$ cat config.mk
export PLATFORM = sky130hd
export DESIGN_NAME = quad_spi_read_master
export DESIGN_NICKNAME = d
export VERILOG_FILES = /design/src/verilog/qspi_read_pkg.sv /design/src/verilog/qspi_word_fifo.sv /design/src/verilog/quad_spi_read_master.sv
export SDC_FILE = /design/constraint.sdc
export NUM_CORES = 2
export LEC_CHECK = 0
export CORE_ASPECT_RATIO = 1.25
export CORE_MARGIN = 3
export CORE_UTILIZATION = 61
export CTS_CLUSTER_SIZE = 8
export DETAILED_ROUTE_END_ITERATION = 16
export DONT_BUFFER_PORTS = 1
export PLACE_DENSITY = 0.74
export SLEW_MARGIN = 20
export SYNTH_ARGS = -nofsm -noshare
export SYNTH_HDL_FRONTEND = slang
export SYNTH_SLANG_ARGS = --single-unit
export TNS_END_PERCENT = 100
$ cat constraint.sdc
create_clock -name ref_clk -period 14.2 [get_ports ref_clk]
set_input_delay 3.55 -clock ref_clk [delete_from_list [all_inputs] [get_ports ref_clk]]
set_output_delay 3.55 -clock ref_clk [all_outputs]
set_load 0.05 [all_outputs]
$ cat src/verilog/qspi_read_pkg.sv
// package: constants, encodings and state codes of the quad serial read master
package qspi_read_pkg;

  ////////////////////////////////////////////////////////////////////////////
  // field widths
  localparam int CMD_W      = 32;  // outgoing command word, msb first
  localparam int CMD_CNT_W  = 6;   // command bit count, 0..32
  localparam int WLEN_W     = 7;   // word length minus one, 1..128 bits
  localparam int NWORD_W    = 12;  // words per frame minus one, 1..4096
  localparam int LEAD_W     = 2;   // chip-select lead field, 0..3
  localparam int PIN_W      = 4;   // data lines d[3:0]
  localparam int LANE_CNT_W = 3;

  ////////////////////////////////////////////////////////////////////////////
  // lane mode codes and the lane counts they select
  localparam logic [1:0]            LANE_SINGLE = 2'h0;
  localparam logic [1:0]            LANE_DUAL   = 2'h1;
  localparam logic [1:0]            LANE_QUAD   = 2'h2;
  localparam logic [LANE_CNT_W-1:0] LANES_1     = 3'h1;
  localparam logic [LANE_CNT_W-1:0] LANES_2     = 3'h2;
  localparam logic [LANE_CNT_W-1:0] LANES_4     = 3'h4;

  ////////////////////////////////////////////////////////////////////////////
  // timing counts and reset values
  localparam int   CS_TAIL_PERIODS = 2;     // sclk periods from last fall to release
  localparam int   SCLK_IDLE_HI    = 1;     // high phase length when divide setting is 0
  localparam logic CS_INACTIVE     = 1'h1;

  typedef enum logic [3:0] {
    ST_IDLE  = 4'h1,
    ST_LEAD  = 4'h2,
    ST_SHIFT = 4'h4,
    ST_TAIL  = 4'h8
  } state_t;

endpackage : qspi_read_pkg

$ cat src/verilog/qspi_word_fifo.sv
// file: word buffer between the serial engine and the reader
`timescale 1ns/1ps
module qspi_word_fifo #(
  parameter int WIDTH = 128,
  parameter int DEPTH = 4
) (
  // clock and reset
  input  wire logic             ref_clk,
  input  wire logic             rst_n,
  input  wire logic             clkEn,
  // filling side
  input  wire logic             inValid,
  input  wire logic [WIDTH-1:0] inData,
  output logic                  inReady,
  // draining side
  output logic                  outValid,
  output logic      [WIDTH-1:0] outData,
  input  wire logic             outReady
);

  localparam int PW  = (DEPTH > 1) ? $clog2(DEPTH) : 1;
  localparam int CNW = $clog2(DEPTH + 1);

  typedef struct packed {
    logic [DEPTH-1:0][WIDTH-1:0] mem;
    logic [PW-1:0]               wrPtr;
    logic [PW-1:0]               rdPtr;
    logic [CNW-1:0]              count;
    logic                        valid;
    logic [WIDTH-1:0]            head;
  } fifo_t;

  fifo_t s;
  fifo_t next_s;
  logic  push;
  logic  pop;

  assign inReady  = (s.count != CNW'(DEPTH));
  assign outValid = s.valid;
  assign outData  = s.head;

  always_comb begin
    next_s = s;
    push   = inValid && inReady;
    pop    = outValid && outReady;
    if (push) begin
      next_s.mem[s.wrPtr] = inData;
      next_s.wrPtr = (s.wrPtr == PW'(DEPTH - 1)) ? '0 : s.wrPtr + PW'(1);
    end
    if (pop) begin
      next_s.rdPtr = (s.rdPtr == PW'(DEPTH - 1)) ? '0 : s.rdPtr + PW'(1);
    end
    if (push && !pop) begin
      next_s.count = s.count + CNW'(1);
    end else if (pop && !push) begin
      next_s.count = s.count - CNW'(1);
    end
    // head and valid registered so the reader sees flip-flop outputs
    next_s.valid = (next_s.count != '0);
    next_s.head  = next_s.mem[next_s.rdPtr];
  end

  always_ff @(posedge ref_clk or negedge rst_n) begin
    if (!rst_n) begin
      s <= '0;
    end else if (clkEn) begin
      s <= next_s;
    end
  end

endmodule : qspi_word_fifo

$ cat src/verilog/quad_spi_read_master.sv
// file: quad serial read master with clock divider, lead and tail timing
//
// Notes on behaviour
// - clock mode 0 only, sclk idles low
// - incoming data sampled at sclk falling edge
// - zero or odd divide gives 50 percent duty
// - even divide D: high lasts D/2 cycles, low D/2+1
// - cs leads first fall by field+1 periods
// - cs released two periods after last fall
// - first bit on d1 one period early
// - master only: drives sclk and cs
// - word length programmable 1 to 128 bits
// - frame length programmable 1 to 4096 words
// - cs lead delay field spans 0 to 3
`timescale 1ns/1ps
module quad_spi_read_master
  import qspi_read_pkg::*;
#(
  parameter int DIV_W      = 8,
  parameter int WORD_W     = 128,
  parameter int FIFO_DEPTH = 4
) (
  // clock and reset
  input  wire logic                 ref_clk,
  input  wire logic                 rst_n,
  input  wire logic                 clkEn,
  // control
  input  wire logic                 start,
  input  wire logic [DIV_W-1:0]     clockDivideSetting,
  input  wire logic [LEAD_W-1:0]    csLeadDelayField,
  input  wire logic [1:0]           laneMode,
  input  wire logic [WLEN_W-1:0]    wordLength,
  input  wire logic [NWORD_W-1:0]   frameWords,
  input  wire logic [CMD_W-1:0]     cmdWord,
  input  wire logic [CMD_CNT_W-1:0] cmdBits,
  input  wire logic                 wordIrqEn,
  input  wire logic                 frameIrqEn,
  // status
  output logic                      busy,
  output logic                      wordIrq,
  output logic                      frameIrq,
  // read words
  output logic      [WORD_W-1:0]    rdData,
  output logic                      rdValid,
  input  wire logic                 rdReady,
  // flash pins
  output logic                      sclk,
  output logic                      csN,
  output logic                      d1Out,
  output logic                      d1Oe,
  input  wire logic [PIN_W-1:0]     dIn
);
  localparam int CW = DIV_W + 2;
  typedef struct packed {
    state_t                st;
    logic                  sclk;
    logic                  csN;
    logic                  d1Out;
    logic                  d1Oe;
    logic                  busy;
    logic                  wordIrq;
    logic                  frameIrq;
    logic [CW-1:0]         cnt;
    logic [DIV_W-1:0]      div;
    logic [LEAD_W-1:0]     leadCfg;
    logic [LEAD_W-1:0]     leadLeft;
    logic [LANE_CNT_W-1:0] lanes;
    logic [CMD_CNT_W-1:0]  cmdLeft;
    logic [CMD_W-1:0]      cmd;
    logic [WLEN_W:0]       wlen;
    logic [WLEN_W:0]       bitsLeft;
    logic [NWORD_W:0]      nw;
    logic [NWORD_W:0]      wordsLeft;
    logic [WORD_W-1:0]     rx;
    logic                  pushV;
    logic [WORD_W-1:0]     pushD;
    logic [PIN_W-1:0]      syn1;
    logic [PIN_W-1:0]      syn2;
    logic [PIN_W-1:0]      syn3;
    logic [PIN_W-1:0]      din;
  } master_t;
  master_t           s;
  master_t           next_s;
  logic              fifoReady;
  logic              wordEv;
  logic              stall;
  logic [CW-1:0]     hiN;
  logic [CW-1:0]     loN;
  logic [CW-1:0]     period;
  logic [CMD_W-1:0]  cmdAligned;
  logic [WORD_W-1:0] rxNext;
  assign sclk     = s.sclk;
  assign csN      = s.csN;
  assign d1Out    = s.d1Out;
  assign d1Oe     = s.d1Oe;
  assign busy     = s.busy;
  assign wordIrq  = s.wordIrq;
  assign frameIrq = s.frameIrq;
  ////////////////////////////////////////////////////////////////////////////
  // divider phases: an even setting cannot split D+1 evenly, so low takes the spare cycle
  always_comb begin
    if (s.div == '0) begin
      hiN = CW'(SCLK_IDLE_HI);
      loN = CW'(SCLK_IDLE_HI);
    end else if (s.div[0]) begin
      hiN = (CW'(s.div) + CW'(1)) >> 1;
      loN = hiN;
    end else begin
      hiN = CW'(s.div) >> 1;
      loN = CW'(s.div) + CW'(1) - hiN;
    end
    period = hiN + loN;
  end
  assign cmdAligned = cmdWord << (CMD_CNT_W'(CMD_W) - cmdBits);
  always_comb begin
    unique case (s.lanes)
      LANES_4: rxNext = {s.rx[WORD_W-5:0], s.din};
      LANES_2: rxNext = {s.rx[WORD_W-3:0], s.din[1:0]};
      default: rxNext = {s.rx[WORD_W-2:0], s.din[0]};
    endcase
  end
  // hold the clock low before a word-completing fall while the last word waits
  assign stall = (s.cmdLeft == '0) && (s.bitsLeft <= (WLEN_W+1)'(s.lanes)) && s.pushV;
  ////////////////////////////////////////////////////////////////////////////
  // engine
  always_comb begin
    next_s          = s;
    wordEv          = 1'b0;
    next_s.wordIrq  = 1'b0;
    next_s.frameIrq = 1'b0;
    // first stage feeds only the second; a change counts when stages two and three agree
    next_s.syn1 = dIn;
    next_s.syn2 = s.syn1;
    next_s.syn3 = s.syn2;
    if (s.syn2 == s.syn3) begin
      next_s.din = s.syn3;
    end
    if (s.pushV && fifoReady) begin
      next_s.pushV = 1'b0;
    end
    unique case (s.st)
      ST_IDLE: begin
        next_s.sclk = 1'b0;
        next_s.csN  = CS_INACTIVE;
        if (start) begin
          next_s.div       = clockDivideSetting;
          next_s.leadCfg   = csLeadDelayField;
          next_s.leadLeft  = csLeadDelayField;
          next_s.cmd       = cmdAligned;
          next_s.cmdLeft   = cmdBits;
          next_s.wlen      = {1'b0, wordLength} + (WLEN_W+1)'(1);
          next_s.bitsLeft  = {1'b0, wordLength} + (WLEN_W+1)'(1);
          next_s.nw        = {1'b0, frameWords} + (NWORD_W+1)'(1);
          next_s.wordsLeft = {1'b0, frameWords} + (NWORD_W+1)'(1);
          unique case (laneMode)
            LANE_DUAL: next_s.lanes = LANES_2;
            LANE_QUAD: next_s.lanes = LANES_4;
            default:   next_s.lanes = LANES_1;
          endcase
          next_s.csN  = 1'b0;
          next_s.busy = 1'b1;
          next_s.cnt  = '0;
          if (csLeadDelayField == '0) begin
            next_s.st    = ST_SHIFT;
            next_s.d1Oe  = (cmdBits != '0);
            next_s.d1Out = cmdAligned[CMD_W-1];
          end else begin
            next_s.st = ST_LEAD;
          end
        end
      end
      ST_LEAD: begin
        next_s.cnt = s.cnt + CW'(1);
        if (s.cnt == period - CW'(1)) begin
          next_s.cnt = '0;
          if (s.leadLeft == LEAD_W'(1)) begin
            next_s.st    = ST_SHIFT;
            next_s.d1Oe  = (s.cmdLeft != '0);
            next_s.d1Out = s.cmd[CMD_W-1];
          end else begin
            next_s.leadLeft = s.leadLeft - LEAD_W'(1);
          end
        end
      end
      ST_SHIFT: begin
        if (!s.sclk) begin
          if (s.cnt != loN - CW'(1)) begin
            next_s.cnt = s.cnt + CW'(1);
          end else if (!stall) begin
            next_s.sclk = 1'b1;
            next_s.cnt  = '0;
          end
        end else if (s.cnt != hiN - CW'(1)) begin
          next_s.cnt = s.cnt + CW'(1);
        end else begin
          next_s.sclk = 1'b0;
          next_s.cnt  = '0;
          if (s.cmdLeft != '0) begin
            // outgoing bits change on the falling edge
            next_s.cmdLeft = s.cmdLeft - CMD_CNT_W'(1);
            next_s.cmd     = s.cmd << 1;
            next_s.d1Out   = s.cmd[CMD_W-2];
            if (s.cmdLeft == CMD_CNT_W'(1)) begin
              next_s.d1Oe = 1'b0;
            end
          end else begin
            next_s.rx       = rxNext;
            next_s.bitsLeft = s.bitsLeft - (WLEN_W+1)'(s.lanes);
            if (s.bitsLeft <= (WLEN_W+1)'(s.lanes)) begin
              wordEv          = 1'b1;
              next_s.pushV    = 1'b1;
              next_s.pushD    = rxNext;
              next_s.rx       = '0; // no stale bits above a short word
              next_s.wordIrq  = wordIrqEn;
              next_s.bitsLeft = s.wlen;
              if (s.wordsLeft == (NWORD_W+1)'(1)) begin
                next_s.st = ST_TAIL;
              end else begin
                next_s.wordsLeft = s.wordsLeft - (NWORD_W+1)'(1);
              end
            end
          end
        end
      end
      ST_TAIL: begin
        next_s.cnt  = s.cnt + CW'(1);
        next_s.d1Oe = 1'b0;
        if (s.cnt == CW'(CS_TAIL_PERIODS) * period - CW'(1)) begin
          next_s.csN      = CS_INACTIVE;
          next_s.busy     = 1'b0;
          next_s.frameIrq = frameIrqEn;
          next_s.st       = ST_IDLE;
        end
      end
      default: begin
        next_s.st = ST_IDLE;
      end
    endcase
  end
  always_ff @(posedge ref_clk or negedge rst_n) begin
    if (!rst_n) begin
      s     <= '0;
      s.st  <= ST_IDLE;
      s.csN <= CS_INACTIVE;
    end else if (clkEn) begin
      s <= next_s;
    end
  end
  qspi_word_fifo #(
    .WIDTH (WORD_W),
    .DEPTH (FIFO_DEPTH)
  ) wordFifo (
    .ref_clk  (ref_clk),
    .rst_n    (rst_n),
    .clkEn    (clkEn),
    .inValid  (s.pushV),
    .inData   (s.pushD),
    .inReady  (fifoReady),
    .outValid (rdValid),
    .outData  (rdData),
    .outReady (rdReady)
  );

  ////////////////////////////////////////////////////////////////////////////
  // checks and the counters they read
  logic [CW+1:0]    hiRun;
  logic [CW+1:0]    leadRun;
  logic [CW+1:0]    oeRun;
  logic [CW+1:0]    sinceFall;
  logic [NWORD_W:0] wordsSeen;
  logic             sclkQ;
  logic             seenFall;

  always_ff @(posedge ref_clk or negedge rst_n) begin
    if (!rst_n) begin
      hiRun     <= '0;
      leadRun   <= '0;
      oeRun     <= '0;
      sinceFall <= '0;
      wordsSeen <= '0;
      sclkQ     <= 1'b0;
      seenFall  <= 1'b0;
    end else if (clkEn) begin
      sclkQ     <= s.sclk;
      hiRun     <= s.sclk ? hiRun + (CW+2)'(1) : '0;
      oeRun     <= s.d1Oe ? oeRun + (CW+2)'(1) : '0;
      sinceFall <= (sclkQ && !s.sclk) ? (CW+2)'(1) : sinceFall + (CW+2)'(1);
      seenFall  <= s.csN ? 1'b0 : (seenFall || (sclkQ && !s.sclk));
      leadRun   <= s.csN ? '0 : (seenFall ? leadRun : leadRun + (CW+2)'(1));
      wordsSeen <= s.csN ? '0 : wordsSeen + (NWORD_W+1)'(wordEv);
    end
  end
endmodule : quad_spi_read_master
Word level (Yosys, flattened, before mapping)
Cells that the tools add are included.
{"block": "totals", "register_bits": 1037, "word_cells": 211, "in_bits": 80, "out_inout_bits": 136}
{"block": "op_classes", "shift": 1, "muxes": 80, "order_cmp": 4, "eq_ne": 34, "addsub": 19, "reduce_logical": 36, "bitwise_logic": 2}
{"cell": "$mux 270", "n": 4}
{"cell": "$mux 514", "n": 1}
{"cell": "$bwmux 512", "n": 1}
{"cell": "$bmux 128 s2", "n": 1}
{"cell": "$demux 128 s2", "n": 1}
{"cell": "$mux 128", "n": 2}
{"cell": "$pmux 128 s2", "n": 1}
{"cell": "$mux 129", "n": 1}
{"cell": "$mux 38", "n": 3}
{"cell": "$mux 105", "n": 1}
{"cell": "$mux 10", "n": 8}
{"cell": "$pmux 38 s2", "n": 1}
{"cell": "$mux 8", "n": 5}
{"cell": "$pmux 10 s4", "n": 1}
{"cell": "$sub 10x1->10 const B", "n": 4}
{"cell": "$mux 4", "n": 9}
{"cell": "$shl 32x6->32", "n": 1}
{"cell": "$ne 2x2->1 const B", "n": 14}
{"cell": "$pmux 13 s2", "n": 1}
{"cell": "$mux 2", "n": 11}
{"cell": "$eq 10x10->1", "n": 2}
{"cell": "$ne 10x10->1", "n": 2}
{"cell": "$reduce_and 10->1", "n": 2}
{"cell": "$reduce_and 6->1", "n": 3}
{"cell": "other kinds (57)", "n": 96}

Longest topological paths before layout
{"block": "logic_depth", "ltp_word": 9, "mapped_depth": 23, "ltp_nobuf": 21}

Cells and area by module
From an unflattened synthesis, not the netlist that was laid out.
{"block": "hier_totals", "hier_cells": 5565, "hier_area_um2": 57281.2}
{"mod": "qspi_word_fifo", "seq_area_each_um2": 16215.6, "cells_per_inst": 3180, "instances": 1, "area_each_um2": 35964.5}
{"mod": "quad_spi_read_master", "seq_area_each_um2": 9336.5, "cells_per_inst": 2385, "instances": 1, "area_each_um2": 21316.7}

Worst setup path before layout
No wires, ideal clock.
{"block": "synth_timing", "kind": "input port to flip-flop", "start": "input cmdBits[0]", "end": "register s[332] (netlist name)", "setup_slack_ns": 7.246, "setup_ns": 0.133, "n_path_buf": 5, "required_time_ns": 14.067, "t_arrival_ns": 6.821, "path_stages": 14, "cell_sequence": "clkbuf_1 > buf_1 > clkbuf_1 > inv_1 > ha_1 > xor2_1 > clkbuf_1 > buf_1 > mux2i_1 > nand2_1 > o21ai_0 > o22ai_1 > a32oi_1 > o21ai_0"}
{"block": "synth_via", "elab_chain_cells": 4}
{"item": "from (decl)", "line_no": "quad_spi_read_master.sv:35", "rtl": "input wire logic [CMD_CNT_W-1:0] cmdBits,"}
{"item": "$sub 6x6->6", "line_no": "quad_spi_read_master.sv:114", "rtl": "assign cmdAligned = cmdWord << (CMD_CNT_W'(CMD_W) - cmdBits);"}
{"item": "$shl 32x6->32", "line_no": "quad_spi_read_master.sv:114"}
{"item": "$mux 105", "line_no": "quad_spi_read_master.sv:145", "rtl": "if (start) begin"}
{"item": "$pmux 38 s2", "line_no": "quad_spi_read_master.sv:141", "rtl": "unique case (s.st)"}
{"item": "to (signal assigned)", "line_no": "quad_spi_read_master.sv:246", "rtl": "s <= next_s;"}
{"item": "to (decl)", "line_no": "quad_spi_read_master.sv:82", "rtl": "master_t s;"}
Every way passes these cells. The select of a mux whose other input is x is not followed.
A chain may end at the register's enable or synchronous reset.

==> impl_metrics.csv <==
group,metric,value,unit
critical_path,r2r.worst_path.cells,19,
clock_tree,postCtsHoldBufs,0,
run_status,outcome,"finished, final reports clean",
power_and_ir_drop,peakVddDrop,0.2181,mV
critical_path,rr_endpoint,"s[363]",
route,first_pass_iters,14,
synth,ys.flop_type,"dfrtp_1",
sta,finClkSkew,23.62,ps
min_path,hold_path.class,"flip-flop to flip-flop",
global_routing,grt_usage,0.2937,
clock_tree,post_cts_buffers,0,
sta,fmax,143.4,MHz
critical_path,regToRegSetupSlack,7230,ps
power_and_ir_drop,p_seq_frac,0.375,
floorplanning,die_x,264.9,um
synth,synth_top_cell_by_area,"dfrtp_1",
clock_tree,clock_sinks,1021,
job,maxCapViolations,0,
floorplanning,dieArea,0.08730,sq mm
finish,multi_input_area,0.02264,sq mm
critical_path,crit_start,"s[360]",
route,drt-total-wl,128.6,mm
finish,drive_gt1_frac,0.1783,
synth,synth-seq-cells,1021,
power_and_ir_drop,p_switching,4.373,mW
floorplanning,pin_count,216,
placement,io_buffers,0,
synth,yosysUniqueCellTypes,103,
synth,synthArstFlopShare,1.000,
global_routing,grt_antenna_before_repair,3,
power_and_ir_drop,p_int,6.187,mW
floorplanning,core,0.08297,sq mm
synth,ys_seq_area_frac,0.5001,
clock_tree,clkSlewWorstSetupHoldPaths,50,ps
floorplanning,start_util,0.6158,
synth,synth_common_cells,"1019 x dfrtp_1, 565 x nand2_1, 538 x mux2_2, 332 x o21ai_0, 319 x clkbuf_1",
floorplanning,rows,118,
synth,syn_avg_cell_area,10.36,sq um
sta,rsz0062_at_grt,"no",
clock_tree,clk_path_buf_depth,3,
power_and_ir_drop,p_comb_frac,0.336,
floorplanning,die_height,329.6,um
global_routing,grt_max_degree,1022,
sta,slew_viol_final,0,
sta,fin_crit,6973,ps
sta,setup_viol,0,
sta,hold_viol_final,0,
critical_path,worstSetupEndpointType,"flip-flop",
finish,nFillCells,6414,
critical_path,slowest_delay,930,ps
critical_path,path_class,"flip-flop to flip-flop",
route,drcViolationCount,0,
global_routing,grt-ovfl-total,0,
route,drt.antenna.violating_nets,0,
clock_tree,cts-root-buf,"clkbuf_16",
route,drt-vias-per-instance,6.647,
global_routing,grt_pass1_wl,207.2,mm
finish,fin_nets,4743,
synth,synth_top_cell_area_share,0.4990,
critical_path,worstPathRequired,14780,ps
sta,relSlewSlack,0.2173,
route,wl_per_cell,22.46,um
power_and_ir_drop,p_sw_frac,0.4141,
power_and_ir_drop,total_leakage_power,25.22,nW
global_routing,grt_pass1_vias,37910,
critical_path,critical_path.max_fanout,28,
route,vias,38070,
clock_tree,clk-insertion-delay-late,730,ps
critical_path,startpoint_type,"flip-flop",
critical_path,crit_slowest_cell,"dfrtp_1",
critical_path,cp_cell_sequence,"inv_1 -> ha_1 -> ha_1 -> nor2b_1 -> or4_1 -> and3_4 -> and2_1 -> ha_1 -> a211oi_1 -> o21ba_2 -> o221ai_1 -> xnor2_1 -> mux2i_1 -> mux2i_1 -> nor4_1 -> nand4b_1 -> a221oi_4 -> and2_2 -> mux2_1",
clock_tree,h-tree-depth,4,
critical_path,crit_path_end,"s[363]",
power_and_ir_drop,p_clk_frac,0.289,
power_and_ir_drop,total_power,10.56,mW
synth,synthesis.area,0.05110,sq mm
power_and_ir_drop,power_per_cell_area,193.4,mW/mm^2
synth,synth.area.top_cells,"dfrtp_1 50%, mux2_2 12%, nand2_1 4.2%",
sta,fin_setup_tns,0,ps
synth,synthCells,4934,
finish,regArea,0.02555,sq mm
route,drt_iter0_markers,4278,
clock_tree,cts_tree,"done",
synth,synth-edff-count,0,
critical_path,cp.arrival,7560,ps
finish,area_delta_synth_final,6.829,%
critical_path,cpMostUsedCell,"ha_1",
clock_tree,cts-resized-gates,0,
sta,period_share,0.4911,
critical_path,timing.rr.start,"s[360]",
clock_tree,cts_buffers,146,
placement,gp_congestion,0.9105,
synth,synthMostInstantiatedCell,"dfrtp_1",
synth,yosys_warnings,0,
placement,dp_hpwl,73.17,mm
sta,worstMarginPinSlew,1174,ps
synth,syn_nets,5058,
state kept, by name (all words and copies together) (netlist names):
register           cells
d1Out                  1
csN                    1
s                    358
sclk                   1
wordFifo.outValid      1
d1Oe                   1
wordFifo.s           519
busy                   1
wordFifo.outData     128
wordIrq                1
next_s                 8
frameIrq               1
metal layers:
metal,GRT usage,vias up,part of all wire
met5,0,-,0.00010
met4,0.1019,2,0.025
met3,0.06014,214,0.078
met2,0.5001,1392,0.49
met1,0.3761,19290,0.40
li1,-,17170,-
cell families (layout without fill, tap and decap cells):
family          count (synthesis)  in the layout  share of synthesized area
buf+inv                       665            376                    0.05982
simple gates                 1209           1209                     0.1036
xor+xnor                       90             90                    0.01584
flops                        1021           1021                     0.5001
mux                           602            602                     0.1338
other cells                     0              2                          0
fa+ha+maj                      44             44                    0.01107
compound gates               1303           1303                     0.1759
worst max-delay path: cells and delay by family, from the launching register on:
family	cells	cell delay, ps
buffers and inverters	1	340
multiplexers	3	670
adder cells (fa/ha/maj)	3	1070
flip-flops	1	930
AO/OA/AOI/OAI	4	1280
XOR/XNOR	1	290
AND/OR/NAND/NOR	7	2250
area by class of cell:
type,instances,share of cell area
Antenna cell,2,0.00009168
Inverter,149,0.01025
Timing Repair Buffer,53,0.01022
Sequential cell,1021,0.4681
Clock inverter,13,0.002888
Multi-Input combinational cell,3248,0.4148
Clock buffer,161,0.06892
Tap cell,1080,0.02475
cell usage in the layout, fill, tap and decap left out, types with 144 or more instances in the layout:
master     instances
a21oi_1          265
a222oi_1         193
clkbuf_16        148
dfrtp_1         1019
inv_1            144
mux2_2           537
nand2_1          560
nor2_1           285
o21ai_0          332
metrics by stage:
| stage | cells | utilization | cell area, sq um | setup slack (ps) | hold slack, ps |
|---|---|---|---|---|---|
| after detailed placement | 5544 | 0.6081 | 50460 | 6710 | 468.3 |
| after floorplan | 4934 | - | 51100 | 7246 | 448.8 |
| after global placement | 5544 | 0.6081 | 50460 | 6822 | 458.6 |
| after CTS | 5718 | 0.6553 | 54380 | 7202 | 479.7 |
| after global routing | 5726 | 0.6579 | 54580 | 6498 | 499.7 |
| final | 5727 | 0.6579 | 54590 | 7227 | 479.5 |
worst min-delay path by stage:
stage / depth (start not counted) / slack [ps] / from / end
2_1_floorplan: 2 / 450 / s[271] / s[271]
3_3_place_gp: 1 / 460 / s[346] / s[346]
3_5_place_dp: 1 / 470 / s[346] / s[346]
4_1_cts: 1 / 480 / s[346] / s[346]
5_1_grt: 1 / 500 / s[311] / s[311]
6_report: 2 / 480 / s[337] / s[337]
power by group through the flow:
stage               sequential, mW  combinational (mW)  clock (mW)
floorplan                     3.36                3.33           0
global placement              3.99                3.38           0
detailed placement            4.00                3.44           0
CTS                           3.96                3.46        3.10
global route                  3.99                3.92        3.23
finish                        3.96                3.55        3.05
(Power assumes the default switching activity.)
